[config.mk]
export PLATFORM = sky130hd
export DESIGN_NAME = spi_eeprom_front
export DESIGN_NICKNAME = d
export VERILOG_FILES = /design/src/core/spi_eeprom_pkg.sv /design/src/core/pin_events_if.sv /design/src/core/pin_sync.sv /design/src/core/write_timer.sv /design/src/core/spi_eeprom_front.sv
export VERILOG_INCLUDE_DIRS = /design/src /design/src/core
export SDC_FILE = /design/constraint.sdc
export NUM_CORES = 1
export LEC_CHECK = 0
export BUFFER_PORTS_ARGS = -buffer_cell sky130_fd_sc_hd__buf_2
export CORE_MARGIN = 10
export CORE_UTILIZATION = 58
export CTS_BUF_LIST = sky130_fd_sc_hd__clkbuf_8 sky130_fd_sc_hd__clkbuf_16
export CTS_CLUSTER_SIZE = 10
export DETAILED_ROUTE_END_ITERATION = 10
export PLACE_DENSITY_LB_ADDON = 0.08
export SKIP_CTS_REPAIR_TIMING = 1
export SLEW_MARGIN = 15
export SYNTH_ARGS = -nofsm -noshare
export SYNTH_HDL_FRONTEND = slang
export SYNTH_SLANG_ARGS = --single-unit
[constraint.sdc]
create_clock -name clk_sys_i -period 4.95 [get_ports clk_sys_i]
set_clock_uncertainty 0.1 [all_clocks]
set_input_delay 0.99 -clock clk_sys_i [delete_from_list [all_inputs] [get_ports clk_sys_i]]
set_output_delay 0.99 -clock clk_sys_i [all_outputs]
set_load 0.01 [all_outputs]
[src/core/spi_eeprom_regs.svh]
// Purpose: Constants of the serial EEPROM command and status front end
// Assumes: System clock of 100 MHz, serial clock well below a tenth of it
// Notes:   Bit positions, opcodes and timing counts live here
`ifndef SPI_EEPROM_REGS_SVH
`define SPI_EEPROM_REGS_SVH

// Opcodes
`define OP_PERMIT_WRITES  8'h06
`define OP_FORBID_WRITES  8'h04
`define OP_STATUS_READ    8'h05
`define OP_STATUS_WRITE   8'h01
`define OP_ARRAY_READ     8'h03
`define OP_ARRAY_WRITE    8'h02

// Status register field positions
`define STAT_LOCK_BIT     7
`define STAT_GUARD_HI     3
`define STAT_GUARD_LO     2
`define STAT_PERMIT_BIT   1
`define STAT_BUSY_BIT     0
`define STAT_RESET        8'h00

// Timing
`define CLK_FREQ_MHZ      100
`define WRITE_TIME_US     5000
`define WRITE_CYCLES      (`WRITE_TIME_US * `CLK_FREQ_MHZ)

`endif

[src/core/spi_eeprom_pkg.sv]
// Purpose: Types shared by the serial EEPROM front end
// Assumes: Nothing beyond the constants header
// Notes:   Types only; numbers stay in the header
package spi_eeprom_pkg;
   typedef enum logic [3:0] {
      ST_IDLE, ST_OPCODE, ST_ADDR, ST_WR_DATA, ST_SR_DATA,
      ST_SR_ARMED, ST_STAT_OUT, ST_READ_OUT, ST_WAIT_DESEL, ST_IGNORE
   } front_state_t;

   typedef enum logic [1:0] {
      PEND_NONE, PEND_PERMIT, PEND_FORBID
   } latch_pend_t;
endpackage

[src/core/pin_events_if.sv]
// Purpose: Carries synchronised pin levels and edges to the command core
// Assumes: One system clock domain on both ends
// Notes:   Edges are one-cycle pulses
`timescale 1ns/1ns
`default_nettype none
interface pin_events_if;
   logic sclk_rise;
   logic sclk_fall;
   logic sel_rise;
   logic sel_fall;
   logic selected;
   logic din;
   logic paused;
   logic wp_low;

   modport sync (output sclk_rise, sclk_fall, sel_rise, sel_fall, selected, din, paused, wp_low);
   modport core (input  sclk_rise, sclk_fall, sel_rise, sel_fall, selected, din, paused, wp_low);
endinterface
`default_nettype wire

[src/core/pin_sync.sv]
// Purpose: Two-flop synchronisers and edge finders for the serial pins
// Assumes: Pins are asynchronous to clk_sys_i
// Notes:   Edges compare the second and third flops only
`timescale 1ns/1ns
`default_nettype none
module pin_sync (
   input  wire logic  clk_sys_i,
   input  wire logic  rstn_i,
   input  wire logic  sclk_i,
   input  wire logic  sel_n_i,
   input  wire logic  din_i,
   input  wire logic  hold_n_i,
   input  wire logic  wp_n_i,
   pin_events_if.sync ev
);
   logic [4:0] meta_r;
   logic [4:0] sync_r;
   logic       sclk_d_r;
   logic       sel_d_r;

   // ---------------------------------------------------------------
   // Synchronisers
   // ---------------------------------------------------------------
   // Select resets as low so a pin already low at power-up gives no fall
   always_ff @(posedge clk_sys_i) begin
      if (!rstn_i) begin
         meta_r   <= 5'h00;
         sync_r   <= 5'h00;
         sclk_d_r <= 1'b0;
         sel_d_r  <= 1'b0;
      end else begin
         meta_r   <= {wp_n_i, hold_n_i, din_i, sel_n_i, sclk_i};
         sync_r   <= meta_r;
         sclk_d_r <= sync_r[0];
         sel_d_r  <= sync_r[1];
      end
   end

   // Edge pulses and levels
   assign ev.sclk_rise = sync_r[0] & ~sclk_d_r;
   assign ev.sclk_fall = ~sync_r[0] & sclk_d_r;
   assign ev.sel_fall  = ~sync_r[1] & sel_d_r;
   assign ev.sel_rise  = sync_r[1] & ~sel_d_r;
   assign ev.selected  = ~sync_r[1];
   assign ev.din       = sync_r[2];
   assign ev.paused    = ~sync_r[1] & ~sync_r[3];
   assign ev.wp_low    = ~sync_r[4];
endmodule
`default_nettype wire

[src/core/write_timer.sv]
// Purpose: Self-timed write cycle counter
// Assumes: start_i is a one-cycle pulse, ignored while busy
// Notes:   Count is a parameter so simulation can shorten it
`timescale 1ns/1ns
`default_nettype none
`include "spi_eeprom_regs.svh"
module write_timer #(
   parameter int unsigned CYCLES = `WRITE_CYCLES
) (
   input  wire logic clk_sys_i,
   input  wire logic rstn_i,
   input  wire logic start_i,
   output logic      busy_o,
   output logic      done_o
);
   localparam int W = $clog2(CYCLES + 1);
   logic [W-1:0] cnt_r;

   if (CYCLES < 2) begin : g_chk
      $error("write_timer: CYCLES must be at least 2");
   end

   // ---------------------------------------------------------------
   // Counter
   // ---------------------------------------------------------------
   always_ff @(posedge clk_sys_i) begin
      if (!rstn_i) begin
         busy_o <= 1'b0;
         done_o <= 1'b0;
         cnt_r  <= '0;
      end else begin
         done_o <= 1'b0;
         if (!busy_o && start_i) begin
            busy_o <= 1'b1;
            cnt_r  <= W'(CYCLES - 1);
         end else if (busy_o) begin
            // Done stands in the last busy cycle so its users update with the busy fall
            done_o <= (cnt_r == W'(1));
            if (cnt_r == '0) begin
               busy_o <= 1'b0;
            end else begin
               cnt_r <= cnt_r - 1'b1;
            end
         end
      end
   end
endmodule
`default_nettype wire

[src/core/spi_eeprom_front.sv]
// Purpose: Serial front end of an EEPROM: opcodes, permit latch, status
// Assumes: Serial clock at most a tenth of clk_sys_i; array memory outside
// Notes:   Array read data must be valid the cycle after arr_rd_req_o
`timescale 1ns/1ns
`default_nettype none
`include "spi_eeprom_regs.svh"
module spi_eeprom_front #(
   parameter int unsigned ADDR_W       = 15,
   parameter int unsigned PAGE_W       = 6,
   parameter int unsigned WRITE_CYCLES = `WRITE_CYCLES
) (
   input  wire logic              clk_sys_i,
   input  wire logic              rstn_i,
   input  wire logic              sclk_i,
   input  wire logic              sel_n_i,
   input  wire logic              din_i,
   input  wire logic              hold_n_i,
   input  wire logic              wp_n_i,
   output logic                   dout_o,
   output logic                   dout_oe_o,
   output logic                   arr_rd_req_o,
   output logic [ADDR_W-1:0]      arr_rd_addr_o,
   input  wire logic [7:0]        arr_rd_data_i,
   output logic                   arr_wr_byte_o,
   output logic [ADDR_W-1:0]      arr_wr_addr_o,
   output logic [7:0]             arr_wr_data_o,
   output logic                   arr_wr_commit_o,
   input  wire logic              arr_wr_ack_unused_i,
   output logic                   standby_o,
   output logic [7:0]             status_o
);
   if (ADDR_W < 3 || ADDR_W > 16 || PAGE_W < 1 || PAGE_W >= ADDR_W) begin : g_chk
      $error("spi_eeprom_front: unsupported ADDR_W or PAGE_W");
   end

   pin_events_if ev ();

   spi_eeprom_pkg::front_state_t state_r;
   spi_eeprom_pkg::latch_pend_t  pend_r;
   logic [2:0]        bit_cnt_r;
   logic [6:0]        rx_r;
   logic [7:0]        rx_byte;
   logic              byte_done;
   logic              active_rise;
   logic              active_fall;
   logic              is_read_r;
   logic              addr_hi_done_r;
   logic [15:0]       addr_r;
   logic              wr_any_r;
   logic [2:0]        tx_cnt_r;
   logic [7:0]        tx_r;
   logic [7:0]        rd_buf_r;
   logic              rd_cap_r;
   logic              rd_first_r;
   logic              out_en_r;
   logic              dout_r;
   logic              write_permit_latch_r;
   logic              lock_r;
   logic [1:0]        guard_r;
   logic [7:0]        sr_new_r;
   logic              sr_cycle_r;
   logic              start_cycle;
   logic              cycle_busy_flag;
   logic              cycle_done;
   logic              hw_locked;
   logic [7:0]        status;
   logic              wr_byte_r;
   logic              rd_req_r;
   logic              commit_r;

   // ---------------------------------------------------------------
   // Pin synchronisation and write cycle timer
   // ---------------------------------------------------------------
   pin_sync u_sync (
      .clk_sys_i (clk_sys_i),
      .rstn_i    (rstn_i),
      .sclk_i    (sclk_i),
      .sel_n_i   (sel_n_i),
      .din_i     (din_i),
      .hold_n_i  (hold_n_i),
      .wp_n_i    (wp_n_i),
      .ev        (ev)
   );

   write_timer #(
      .CYCLES (WRITE_CYCLES)
   ) u_timer (
      .clk_sys_i (clk_sys_i),
      .rstn_i    (rstn_i),
      .start_i   (start_cycle),
      .busy_o    (cycle_busy_flag),
      .done_o    (cycle_done)
   );

   // ---------------------------------------------------------------
   // Helper functions
   // ---------------------------------------------------------------
   // Guarded region test on the upper address bits
   function automatic logic in_guard(input logic [1:0] g, input logic [15:0] a);
      logic [1:0] top;
      top = a[ADDR_W-1 -: 2];
      case (g)
         2'b01:   in_guard = (top == 2'b11);
         2'b10:   in_guard = top[1];
         2'b11:   in_guard = 1'b1;
         default: in_guard = 1'b0;
      endcase
   endfunction

   // Next address within the same page, upper bits held
   function automatic logic [15:0] page_inc(input logic [15:0] a);
      logic [15:0] n;
      n = a;
      n[PAGE_W-1:0] = a[PAGE_W-1:0] + 1'b1;
      page_inc = n;
   endfunction

   // ---------------------------------------------------------------
   // Status byte and protection
   // ---------------------------------------------------------------
   // Upper unused bits stay zero by construction
   always_comb begin
      status = `STAT_RESET;
      status[`STAT_LOCK_BIT]                  = lock_r;
      status[`STAT_GUARD_HI:`STAT_GUARD_LO]   = guard_r;
      status[`STAT_PERMIT_BIT]                = write_permit_latch_r;
      status[`STAT_BUSY_BIT]                  = cycle_busy_flag;
   end
   assign status_o  = status;
   assign hw_locked = lock_r & ev.wp_low;

   // Serial edges count only while selected and not paused
   assign active_rise = ev.sclk_rise & ev.selected & ~ev.paused;
   assign active_fall = ev.sclk_fall & ev.selected & ~ev.paused;
   assign rx_byte     = {rx_r, ev.din};
   assign byte_done   = active_rise && (bit_cnt_r == 3'd7);

   // Self-timed cycles start on the select rise of a valid write
   assign start_cycle = ev.sel_rise && !cycle_busy_flag &&
                        ((state_r == spi_eeprom_pkg::ST_SR_ARMED) ||
                         (state_r == spi_eeprom_pkg::ST_WR_DATA && wr_any_r && bit_cnt_r == 3'd0));

   // ---------------------------------------------------------------
   // Input shifter
   // ---------------------------------------------------------------
   always_ff @(posedge clk_sys_i) begin
      if (!rstn_i) begin
         bit_cnt_r <= 3'd0;
         rx_r      <= 7'h00;
      end else if (ev.sel_fall || ev.sel_rise) begin
         bit_cnt_r <= 3'd0;
      end else if (active_rise) begin
         bit_cnt_r <= bit_cnt_r + 3'd1;
         rx_r      <= rx_byte[6:0];
      end
   end

   // ---------------------------------------------------------------
   // Command state machine
   // ---------------------------------------------------------------
   // Select rise always ends the transaction; only a fall opens one
   always_ff @(posedge clk_sys_i) begin
      if (!rstn_i) begin
         state_r        <= spi_eeprom_pkg::ST_IDLE;
         pend_r         <= spi_eeprom_pkg::PEND_NONE;
         is_read_r      <= 1'b0;
         addr_hi_done_r <= 1'b0;
      end else if (ev.sel_rise) begin
         state_r <= spi_eeprom_pkg::ST_IDLE;
         pend_r  <= spi_eeprom_pkg::PEND_NONE;
      end else if (ev.sel_fall) begin
         state_r        <= spi_eeprom_pkg::ST_OPCODE;
         addr_hi_done_r <= 1'b0;
      end else if (byte_done) begin
         case (state_r)
            spi_eeprom_pkg::ST_OPCODE: begin
               case (rx_byte)
                  `OP_PERMIT_WRITES: begin
                     state_r <= spi_eeprom_pkg::ST_WAIT_DESEL;
                     pend_r  <= spi_eeprom_pkg::PEND_PERMIT;
                  end
                  `OP_FORBID_WRITES: begin
                     state_r <= spi_eeprom_pkg::ST_WAIT_DESEL;
                     pend_r  <= spi_eeprom_pkg::PEND_FORBID;
                  end
                  `OP_STATUS_READ: state_r <= spi_eeprom_pkg::ST_STAT_OUT;
                  `OP_STATUS_WRITE: begin
                     if (write_permit_latch_r && !cycle_busy_flag && !hw_locked) begin
                        state_r <= spi_eeprom_pkg::ST_SR_DATA;
                     end else begin
                        state_r <= spi_eeprom_pkg::ST_IGNORE;
                     end
                  end
                  `OP_ARRAY_READ: begin
                     is_read_r <= 1'b1;
                     state_r   <= cycle_busy_flag ? spi_eeprom_pkg::ST_IGNORE : spi_eeprom_pkg::ST_ADDR;
                  end
                  `OP_ARRAY_WRITE: begin
                     is_read_r <= 1'b0;
                     state_r   <= (write_permit_latch_r && !cycle_busy_flag) ? spi_eeprom_pkg::ST_ADDR
                                                                             : spi_eeprom_pkg::ST_IGNORE;
                  end
                  default: state_r <= spi_eeprom_pkg::ST_IGNORE;
               endcase
            end
            spi_eeprom_pkg::ST_ADDR: begin
               addr_hi_done_r <= 1'b1;
               if (addr_hi_done_r) begin
                  if (is_read_r) begin
                     state_r <= spi_eeprom_pkg::ST_READ_OUT;
                  end else if (in_guard(guard_r, {addr_r[7:0], rx_byte})) begin
                     state_r <= spi_eeprom_pkg::ST_IGNORE;
                  end else begin
                     state_r <= spi_eeprom_pkg::ST_WR_DATA;
                  end
               end
            end
            spi_eeprom_pkg::ST_SR_DATA: state_r <= spi_eeprom_pkg::ST_SR_ARMED;
            default: state_r <= state_r;
         endcase
      end else if (active_rise && state_r == spi_eeprom_pkg::ST_SR_ARMED) begin
         state_r <= spi_eeprom_pkg::ST_IGNORE;
      end
   end

   // ---------------------------------------------------------------
   // Address and array write strobes
   // ---------------------------------------------------------------
   always_ff @(posedge clk_sys_i) begin
      if (!rstn_i) begin
         addr_r    <= 16'h0000;
         wr_any_r  <= 1'b0;
         wr_byte_r <= 1'b0;
         sr_new_r  <= `STAT_RESET;
      end else begin
         wr_byte_r <= 1'b0;
         if (ev.sel_fall) begin
            wr_any_r <= 1'b0;
         end else if (byte_done && state_r == spi_eeprom_pkg::ST_ADDR) begin
            addr_r <= {addr_r[7:0], rx_byte};
         end else if (byte_done && state_r == spi_eeprom_pkg::ST_WR_DATA) begin
            wr_byte_r <= 1'b1;
            wr_any_r  <= 1'b1;
            sr_new_r  <= rx_byte;
         end else if (byte_done && state_r == spi_eeprom_pkg::ST_SR_DATA) begin
            sr_new_r <= rx_byte;
         end else if (wr_byte_r) begin
            addr_r <= page_inc(addr_r); // Rolls inside the page
         end else if (rd_req_r) begin
            addr_r <= addr_r + 16'h0001;
         end
      end
   end
   assign arr_wr_byte_o   = wr_byte_r;
   assign arr_wr_addr_o   = addr_r[ADDR_W-1:0];
   assign arr_wr_data_o   = sr_new_r;
   assign arr_wr_commit_o = commit_r;

   // Commit pulse marks the start of the array cycle
   always_ff @(posedge clk_sys_i) begin
      if (!rstn_i) begin
         commit_r <= 1'b0;
      end else begin
         commit_r <= start_cycle && (state_r == spi_eeprom_pkg::ST_WR_DATA);
      end
   end

   // ---------------------------------------------------------------
   // Write permit latch and protection bits
   // ---------------------------------------------------------------
   // A permit at the same edge as a cycle end wins, so it is never lost
   always_ff @(posedge clk_sys_i) begin
      if (!rstn_i) begin
         write_permit_latch_r <= 1'b0;
      end else if (ev.sel_rise && state_r == spi_eeprom_pkg::ST_WAIT_DESEL &&
                   pend_r == spi_eeprom_pkg::PEND_PERMIT) begin
         write_permit_latch_r <= 1'b1;
      end else if (ev.sel_rise && state_r == spi_eeprom_pkg::ST_WAIT_DESEL &&
                   pend_r == spi_eeprom_pkg::PEND_FORBID) begin
         write_permit_latch_r <= 1'b0;
      end else if (cycle_done) begin
         write_permit_latch_r <= 1'b0;
      end
   end

   // New lock and guard values apply only when the status cycle ends
   always_ff @(posedge clk_sys_i) begin
      if (!rstn_i) begin
         lock_r     <= 1'b0;
         guard_r    <= 2'b00;
         sr_cycle_r <= 1'b0;
      end else begin
         if (start_cycle) begin
            sr_cycle_r <= (state_r == spi_eeprom_pkg::ST_SR_ARMED);
         end
         if (cycle_done && sr_cycle_r) begin
            lock_r  <= sr_new_r[`STAT_LOCK_BIT];
            guard_r <= sr_new_r[`STAT_GUARD_HI:`STAT_GUARD_LO];
         end
      end
   end

   // ---------------------------------------------------------------
   // Array read prefetch
   // ---------------------------------------------------------------
   // Next byte is fetched one bit early so the fall edge never waits
   always_ff @(posedge clk_sys_i) begin
      if (!rstn_i) begin
         rd_req_r   <= 1'b0;
         rd_cap_r   <= 1'b0;
         rd_first_r <= 1'b0;
         rd_buf_r   <= 8'h00;
      end else begin
         rd_req_r <= 1'b0;
         rd_cap_r <= rd_req_r;
         if (byte_done && state_r == spi_eeprom_pkg::ST_ADDR && addr_hi_done_r && is_read_r) begin
            rd_req_r   <= 1'b1;
            rd_first_r <= 1'b1;
         end else if (active_fall && state_r == spi_eeprom_pkg::ST_READ_OUT && tx_cnt_r == 3'd6) begin
            rd_req_r <= 1'b1;
         end
         if (rd_cap_r) begin
            rd_buf_r   <= arr_rd_data_i;
            rd_first_r <= 1'b0;
         end
      end
   end
   assign arr_rd_req_o  = rd_req_r;
   assign arr_rd_addr_o = addr_r[ADDR_W-1:0];

   // ---------------------------------------------------------------
   // Output shifter
   // ---------------------------------------------------------------
   always_ff @(posedge clk_sys_i) begin
      if (!rstn_i) begin
         tx_r     <= 8'h00;
         tx_cnt_r <= 3'd0;
         dout_r   <= 1'b0;
         out_en_r <= 1'b0;
      end else if (ev.sel_rise || ev.sel_fall) begin
         out_en_r <= 1'b0;
         tx_cnt_r <= 3'd0;
      end else if (byte_done && state_r == spi_eeprom_pkg::ST_OPCODE) begin
         tx_r     <= status;
         tx_cnt_r <= 3'd0;
      end else if (rd_cap_r && rd_first_r) begin
         tx_r     <= arr_rd_data_i;
         tx_cnt_r <= 3'd0;
      end else if (active_fall && (state_r == spi_eeprom_pkg::ST_STAT_OUT ||
                                   state_r == spi_eeprom_pkg::ST_READ_OUT)) begin
         out_en_r <= 1'b1;
         dout_r   <= tx_r[7];
         tx_cnt_r <= tx_cnt_r + 3'd1;
         if (tx_cnt_r != 3'd7) begin
            tx_r <= {tx_r[6:0], 1'b0};
         end else if (state_r == spi_eeprom_pkg::ST_STAT_OUT) begin
            tx_r <= status;
         end else begin
            tx_r <= rd_buf_r;
         end
      end
   end

   // Output floats when deselected, paused or refused
   assign dout_o    = dout_r;
   assign dout_oe_o = out_en_r & ev.selected & ~ev.paused & (state_r != spi_eeprom_pkg::ST_IGNORE);
   assign standby_o = ~ev.selected & ~cycle_busy_flag;
endmodule
`default_nettype wire

==> results of run 1 <==
-- cell type report --
type                    instances  area share
multi-input cells             463       0.505
clock inverters                 5      0.0150
clock buffers                  10      0.0236
flip-flops and latches        106       0.364
well taps                     111      0.0239
inverters                      18      0.0116
repair buffers                 65      0.0567
-- registers in the layout, indices dropped and copies added, names as in the netlist, 2 cells and up --
signal,cells
rd_buf_r,8
u_sync.meta_r,5
rx_r,7
bit_cnt_r,3
tx_r,8
pend_r,2
arr_wr_data_o,8
u_timer.cnt_r,19
addr_r,15
tx_cnt_r,3
u_sync.sync_r,5
guard_r,2
state_r,4
-- power by group through the flow --
stage	Sequential [uW]	Combinational [uW]	Clock, uW
after floorplan	878	27.5	0
after global placement	880	36.9	0
after detailed placement	880	37.9	0
after CTS	861	38.0	610
after global routing	862	42.5	642
final	861	37.9	598
-- worst max-delay path: cells and delay by family (launching register included) --
| kind | cells | cell delay (ns) |
|---|---|---|
| AND/OR/NAND/NOR | 3 | 1.46 |
| AO/OA/AOI/OAI | 2 | 0.68 |
| flip-flops | 1 | 0.40 |
-- synthesized netlist by cell type, types with 4 or more instances --
library cell  number
xor2_1            13
and2_1            15
nand2_1           55
a31oi_1            7
dfxtp_1          106
inv_1             18
a211oi_1           8
nand3_1           29
nor3_1            15
buf_2              7
nor4_1            11
o211ai_1           6
buf_4             23
a221o_1            5
nand2b_1          12
and3_1             4
or3_1              5
nand4_1            9
xnor2_1            8
mux2i_1           27
o21ai_0           32
o32ai_1            5
clkbuf_1          26
o2111ai_1          4
o22ai_1            5
o31a_1             4
nor2_1            62
ha_1              12
a21oi_1           51
-- per-stage QoR --
stage / power, uW / setup slack (ns) / util / hold WS, ns / cells
3_3_place_gp: 917 / 2.11 / 0.609 / 0.314 / 763
4_1_cts: 1510 / 2.21 / 0.633 / 0.344 / 778
2_1_floorplan: 906 / 2.80 / - / 0.312 / 649
6_report: 1500 / 2.22 / 0.633 / 0.343 / 778
5_1_grt: 1550 / 1.94 / 0.633 / 0.364 / 778
3_5_place_dp: 918 / 2.08 / 0.609 / 0.319 / 763
-- per-layer routing --
metal / vias up / wire length, um / track usage / part of all wire
met5: - / 0 / 0 / 0
met4: 0 / 167 / 0.0502 / 0.013
met3: 15 / 714 / 0.0398 / 0.054
met2: 127 / 6480 / 0.337 / 0.49
met1: 2268 / 5980 / 0.253 / 0.45
li1: 2337 / - / - / -
-- logic make-up (layout without fill, tap and decap cells) --
logic type,count (synthesis),after routing,synth area share
buf+inv,80,98,0.0764
compound gates,155,155,0.192
simple gates,245,245,0.233
flops,106,106,0.388
mux,27,27,0.0494
fa+ha+maj,12,12,0.0274
xor+xnor,21,21,0.0336
other cells,1,3,0.000685
-- worst paths after layout --
kind                                 endpoint  slack, ns  cells after the start
setup / recovery       addr_r[0]$_SDFFE_PN0P_       2.22                      5
hold / removal    u_sync.sync_r[1]$_SDFF_PN0_       0.34                      1
setup reg to reg       addr_r[0]$_SDFFE_PN0P_       2.22                      5
hold reg to reg   u_sync.sync_r[1]$_SDFF_PN0_       0.34                      1
==> impl_metrics.yaml, run 1 <==
outcome:
  outcome: "completed"
worst_setup_path:
  critPathKind: "flop to flop"
  slowest_stage: "and4bb_1"
  endpoint_kind: "flop"
  path_cells: "and4bb_1 -> nand3_2 -> a221o_1 -> or3_1 -> a31oi_1"
  cp.arrival_ns: 2.91
  path_max_fanout: 17
  cp.required_ns: 5.13
  startpoint_type: "flop"
  startpoint: "u_sync.sync_r[3]$_SDFF_PN0_"
  r2r_start: "u_sync.sync_r[3]$_SDFF_PN0_"
  slowest_delay_ns: 0.64
clocking:
  cts.clk_slew.worst_paths_ns: 0.10
  clock-root-buffer: "clkbuf_8"
  clockBufferDepth: 2
  htree_levels: 3
  cts_tree: "done"
  cts.sinks: 106
  numCtsBuffers: 9
  clkLatencyLatePin_ns: 0.36
routing:
  drt-initial-drc-count: 392
  drc: 0
  wl_um: 13300
  postRouteAntennaNets: 0
  num_vias: 4747
  wl_per_cell_um: 17.1
  vias_per_cell: 6.10
  dr.pass1.iters: 5
yosys:
  synthesis.area_um2: 5470
  yosysWarnings: 0
  yosysTopAreaCell: "dfxtp_1"
  yosys-top-cells-area: "dfxtp_1 (39%), mux2i_1 (4.9%), a21oi_1 (4.7%)"
  ys_ff_latch: 106
  syn_inst: 647
  synth_top_area_frac: 0.388
  avgSynthCellArea_um2: 8.46
  yosysSeqAreaShare: 0.388
  synthArstFlopShare: 0
  synth_cell_types: 67
  synth_edf_count: 0
  synthFlopType: "dfxtp_1"
power_and_ir_drop:
  clkPwrFrac: 0.399
  ir_drop_mv: 0.145
  intPower_uw: 1170
  p_leak_uw: 0.00221
  power_frac_seq: 0.575
  p_sw_uw: 328
  sw_frac_of_total: 0.219
  combPwrFrac: 0.025
  power_density_nw_per_um2: 257
timing:
  grt_setup_unrepaired: "false"
  worst_slew_pin_slew_ns: 0.969
  fin_crit_sh: 0.551
  fin_crit_ns: 2.73
  finalHoldViolCount: 0
  max_slew_margin: 0.352
  fin_tns_setup_ns: 0
  max_clock_freq_ghz: 0.367
  setup_violations: 0
  slew_violations: 0
finish:
  n_antenna_cell: 0
  ff_latch_area_um2: 2120
  final_cell_mix: "dfxtp_1 (106), buf_2 (63), nor2_1 (62), nand2_1 (55), a21oi_1 (51)"
  fin_area_um2: 5820
  drive_gt1_frac: 0.144
  final_common_cell: "dfxtp_1"
  syn_to_final_growth_pct: 6.43
  fillers: 859
  layout.nets: 691
  multiInputGateArea_um2: 2940
floorplan:
  io_pins: 68
  die_w_um: 117
  die_y_um: 117
  core_um2: 9200
  dieArea_um2: 13700
  start_util: 0.595
  num_rows: 35
global_routing:
  overflow: 0
  grt_max_degree: 48
  grt_pass1_vias: 4658
  gr-usage-all-layers: 0.199
  grt_pass1_wl_um: 22300
  antenna_found_initial: 0
flow_run:
  max-cap-violations: 0
hold_path:
  hp-start: "u_sync.meta_r[1]$_SDFF_PN0_"
  hp-class: "flop to flop"
placement:
  postPlaceCellArea_um2: 5600
  hpwl_um: 9340
  gp_congestion: 0.919
  io_buffer_count: 63
No activity file was read; power rests on OpenSTA's default activity.
==> inputs of run 2 (changes only) <==
- clock period: 4.95 -> 2.8 ns (I/O delays scaled with it)
==> run 2 against run 1 <==
  * Critical path depth increased by 1
  * Clock power is 45% higher
  * Register-to-register slack worse by 1.9 ns
  * Total power up 65%
  * Combinational power up 99%
  * Sequential power up 77%
  * Setup slack got worse by 1.9 ns
  * First-iteration DRC count increased by 8.4%
  * Sequential share of layout area down 0.35 points
  * Clock-buffer cell count down 1
  * Worst hold slack got worse by 0.056 ns
  * Routed wire length increased by 0.92%
  * Largest cell class unchanged
==> impl_metrics.yaml, run 2 (synthesized netlist as in run 1, its figures left out) <==
outcome:
  outcome: "completed"
routing:
  num_vias: 4810
  vias_per_cell: 6.06
  wl_um: 13500
  postRouteAntennaNets: 0
  wl_per_cell_um: 17.0
  drt-initial-drc-count: 425
  drc: 0
  dr.pass1.iters: 5
finish:
  top_register: "u_timer.cnt_r"
  largest_register_ffs: 19
  layout.nets: 706
  syn_to_final_growth_pct: 7.45
  drive_gt1_frac: 0.163
  final_cell_mix: "dfxtp_1 (106), buf_2 (63), nor2_1 (62), nand2_1 (55), a21oi_1 (51)"
  reg_top3: "u_timer.cnt_r: 19 flops, addr_r: 15 flops"
  final_common_cell: "dfxtp_1"
  fin_area_um2: 5880
  n_antenna_cell: 0
timing:
  grt_setup_unrepaired: "false"
  max_slew_margin: 0.428
  finalHoldViolCount: 0
  setup_violations: 0
  worst_slew_pin_slew_ns: 0.854
  fin_tns_setup_ns: 0
  fin_crit_ns: 2.52
  fin_crit_sh: 0.899
  slew_violations: 0
  max_clock_freq_ghz: 0.397
clocking:
  cts.clk_slew.worst_paths_ns: 0.11
  numCtsBuffers: 9
  htree_levels: 3
  clock-root-buffer: "clkbuf_8"
  cts_tree: "done"
  clockBufferDepth: 2
  cts.sinks: 106
  clkLatencyLatePin_ns: 0.37
global_routing:
  overflow: 0
  gr-usage-all-layers: 0.202
  antenna_found_initial: 0
  grt_pass1_wl_um: 22500
  grt_pass1_vias: 4594
  grt_max_degree: 23
power_and_ir_drop:
  power_uw: 2460
  ir_drop_mv: 0.293
  p_leak_uw: 0.00227
  power_density_nw_per_um2: 419
floorplan:
  die_w_um: 117
  die_y_um: 117
  io_pins: 68
  core_um2: 9200
  dieArea_um2: 13700
  num_rows: 35
  start_util: 0.595
hold_path:
  hp-class: "input pin to flop"
placement:
  hpwl_um: 9740
  postPlaceCellArea_um2: 5710
  gp_congestion: 0.925
  io_buffer_count: 63
flow_run:
  max-cap-violations: 0
worst_setup_path:
  critPathKind: "flop to flop"
  cp.required_ns: 3.00
  endpoint_kind: "flop"
  startpoint_type: "flop"
  path_max_fanout: 22
  cp.arrival_ns: 2.71
## run 2: cell types whose count changed in the layout (fill, tap and decap cells not counted), sizes merged
cell	change
clkinv	+3
clkbuf	-1
bufinv	-2
inv	+2
clkinvlp	-1
buf	+15
## run 2: worst paths after layout
check / from / to / slack [ns] / cells after the start
max: bit_cnt_r[0]$_SDFFE_PP0P_ / addr_r[8]$_SDFFE_PN0P_ / 0.28 / 6
min: din_i / u_sync.meta_r[2]$_SDFF_PN0_ / 0.29 / 2
max reg2reg: bit_cnt_r[0]$_SDFFE_PP0P_ / addr_r[8]$_SDFFE_PN0P_ / 0.28 / 6
min reg2reg: u_sync.meta_r[0]$_SDFF_PN0_ / u_sync.sync_r[0]$_SDFF_PN0_ / 0.34 / 1
## run 2: cell type report
class	count	area, um2
Multi-Input combinational cell	463	2940
Tap cell	111	139
Clock buffer	9	124
Clock inverter	7	45.0
Fill cell	829	3320
Timing Repair Buffer	80	443
Sequential cell	106	2120
Inverter	18	67.6
## run 2: metrics by stage
stage | std cells | hold slack, ns | utilization | setup slack, ns
global placement | 778 | 0.314 | 0.621 | 0.382
global route | 794 | 0.278 | 0.639 | 0.168
CTS | 794 | 0.273 | 0.639 | 0.300
floorplan | 649 | 0.312 | - | 0.647
finish | 794 | 0.287 | 0.639 | 0.282
detailed placement | 778 | 0.321 | 0.621 | 0.347
## run 2: worst max-delay path, cell delays in order (launching register included)
cell and delay, ns:
dfxtp_1 0.34, ha_1 0.20, ha_1 0.34, and3_1 0.50, or4_1 0.60, a211o_1 0.29
o21ai_0 0.08
## run 2: report_power, final
part           switching [uW]  internal (uW)
clock network             541            325
logic                    50.3           25.2
registers                6.81           1510
total                     598           1860
## run 2: routing by layer
layer / global-route usage / wire, um
met1: 0.259 / 5920
met2: 0.330 / 6370
met3: 0.0479 / 930
met4: 0.0577 / 242
met5: 0 / 0
==> inputs of run 3 (changes only) <==
--- a/config.mk
+++ b/config.mk
@@ -13,4 +13,5 @@
 export CTS_CLUSTER_SIZE = 10
 export DETAILED_ROUTE_END_ITERATION = 10
+export GPL_TIMING_DRIVEN = 0
 export PLACE_DENSITY_LB_ADDON = 0.08
 export SKIP_CTS_REPAIR_TIMING = 1
==> constraint.sdc (replaced) <==
create_clock -name clk_sys_i -period 2.8 [get_ports clk_sys_i]
set_clock_uncertainty 0.1 [all_clocks]
set_input_delay 0.42 -clock clk_sys_i [delete_from_list [all_inputs] [get_ports clk_sys_i]]
set_output_delay 0.42 -clock clk_sys_i [all_outputs]
set_load 0.01 [all_outputs]
==> run 3 against run 2 <==
  * Total power increased by 4.5%
  * Utilization rose by 2.7 points
  * Worst hold slack worse by 0.16 ns
  * Routed wire length increased by 7.6%
  * Flip-flop and latch count did not move
==> impl_metrics.yaml, run 3 (synthesized netlist as in run 1, its figures left out) <==
outcome:
  outcome: "completed"
timing:
  worst_slew_pin_slew_ns: 0.877
  slew_violations: 0
  fin_tns_setup_ns: 0
  max_clock_freq_ghz: 0.405
  fin_crit_sh: 0.881
  finalHoldViolCount: 0
  grt_setup_unrepaired: "false"
  setup_violations: 0
  max_slew_margin: 0.414
  fin_crit_ns: 2.47
power_and_ir_drop:
  p_leak_uw: 0.00239
  power_density_nw_per_um2: 420
  ir_drop_mv: 0.322
  power_uw: 2570
placement:
  dpl.cell_count: 822
  gp_congestion: 0.977
  io_buffer_count: 62
  hpwl_um: 10500
finish:
  layout.nets: 750
  fillers: 798
  final_cell_mix: "dfxtp_1 (106), buf_2 (69), nor2_1 (62), nand2_1 (55), a21oi_1 (51)"
  drive_gt1_frac: 0.175
  top_register: "u_timer.cnt_r"
  n_antenna_cell: 0
  multiInputGateArea_um2: 2940
  final_common_cell: "dfxtp_1"
  ff_latch_area_um2: 2120
  largest_register_ffs: 19
  reg_top3: "u_timer.cnt_r: 19 flops, addr_r: 15 flops"
  stdcell_count: 838
  syn_to_final_growth_pct: 12.1
routing:
  num_vias: 5045
  wl_per_cell_um: 17.3
  drc: 0
  drt-initial-drc-count: 443
  wl_um: 14500
  dr.pass1.iters: 5
  postRouteAntennaNets: 0
  vias_per_cell: 6.02
clocking:
  cts.sinks: 106
  clockBufferDepth: 2
  cts_tree: "done"
  clock-root-buffer: "clkbuf_8"
  cts.clk_slew.worst_paths_ns: 0.11
  numCtsBuffers: 9
  htree_levels: 3
  clkLatencyLatePin_ns: 0.39
floorplan:
  io_pins: 68
  num_rows: 35
  start_util: 0.595
  core_um2: 9200
  dieArea_um2: 13700
  die_w_um: 117
  die_y_um: 117
worst_setup_path:
  cp.required_ns: 2.97
  path_max_fanout: 10
  cp.arrival_ns: 2.63
  endpoint_kind: "flop"
  startpoint_type: "flop"
  critPathKind: "flop to flop"
global_routing:
  grt_pass1_vias: 4855
  antenna_found_initial: 0
  grt_max_degree: 19
  overflow: 0
  grt_pass1_wl_um: 23600
  gr-usage-all-layers: 0.215
hold_path:
  hp-class: "input pin to flop"
flow_run:
  max-cap-violations: 0
[run 3: cell types whose count changed in the layout (fill, tap and decap cells not counted), sizes merged]
cell      delta
clkinv       -1
clkinvlp     +2
clkbuf      +26
bufinv       +1
inv          -2
buf         +18
[run 3: per-layer routing]
layer | part of all wire | track usage
met5 | 0 | 0
met4 | 0.013 | 0.0766
met3 | 0.070 | 0.0459
met2 | 0.48 | 0.355
met1 | 0.44 | 0.272
[run 3: worst paths after layout]
| path | start | end | slack (ns) | depth (start not counted) |
|---|---|---|---|---|
| min reg2reg | u_sync.meta_r[1]$_SDFF_PN0_ | u_sync.sync_r[1]$_SDFF_PN0_ | 0.34 | 1 |
| min | wp_n_i | u_sync.meta_r[4]$_SDFF_PN0_ | 0.13 | 2 |
| max | bit_cnt_r[0]$_SDFFE_PP0P_ | state_r[3]$_SDFFE_PP0P_ | 0.33 | 8 |
| max reg2reg | bit_cnt_r[0]$_SDFFE_PP0P_ | state_r[3]$_SDFFE_PP0P_ | 0.33 | 8 |
[run 3: metrics by stage]
step                 util  cell area (um2)  setup WS [ns]  hold slack (ns)
floorplan               -             5480          0.647            0.312
global placement    0.645             5930          0.440            0.316
finish              0.667             6130          0.334            0.129
detailed placement  0.645             5930          0.383            0.319
CTS                 0.667             6130          0.352            0.123
global route        0.667             6130          0.197            0.134
[run 3: final cells by class]
cell class	count	area share
Multi-Input combinational cell	463	0.479
Sequential cell	106	0.346
Buffer	62	0.0571
Timing Repair Buffer	62	0.0506
Tap cell	111	0.0227
Clock buffer	9	0.0202
Clock inverter	7	0.0129
Inverter	18	0.0110
[run 3: report_power, final]
| group | internal, uW | switching (uW) | total [uW] |
|---|---|---|---|
| Sequential | 1510 | 4.16 | 1520 |
| Combinational | 24.6 | 57.8 | 82.4 |
| Clock | 421 | 551 | 972 |
| Total | 1960 | 613 | 2570 |
[run 3: worst max-delay path: stages (launching register included)]
cell and delay, ns:
dfxtp_1 0.34, ha_1 0.20, ha_1 0.21, buf_2 0.20, xnor2_1 0.15, a211o_1 0.31, a211oi_2 0.47, a21boi_0 0.26
a31oi_1 0.10
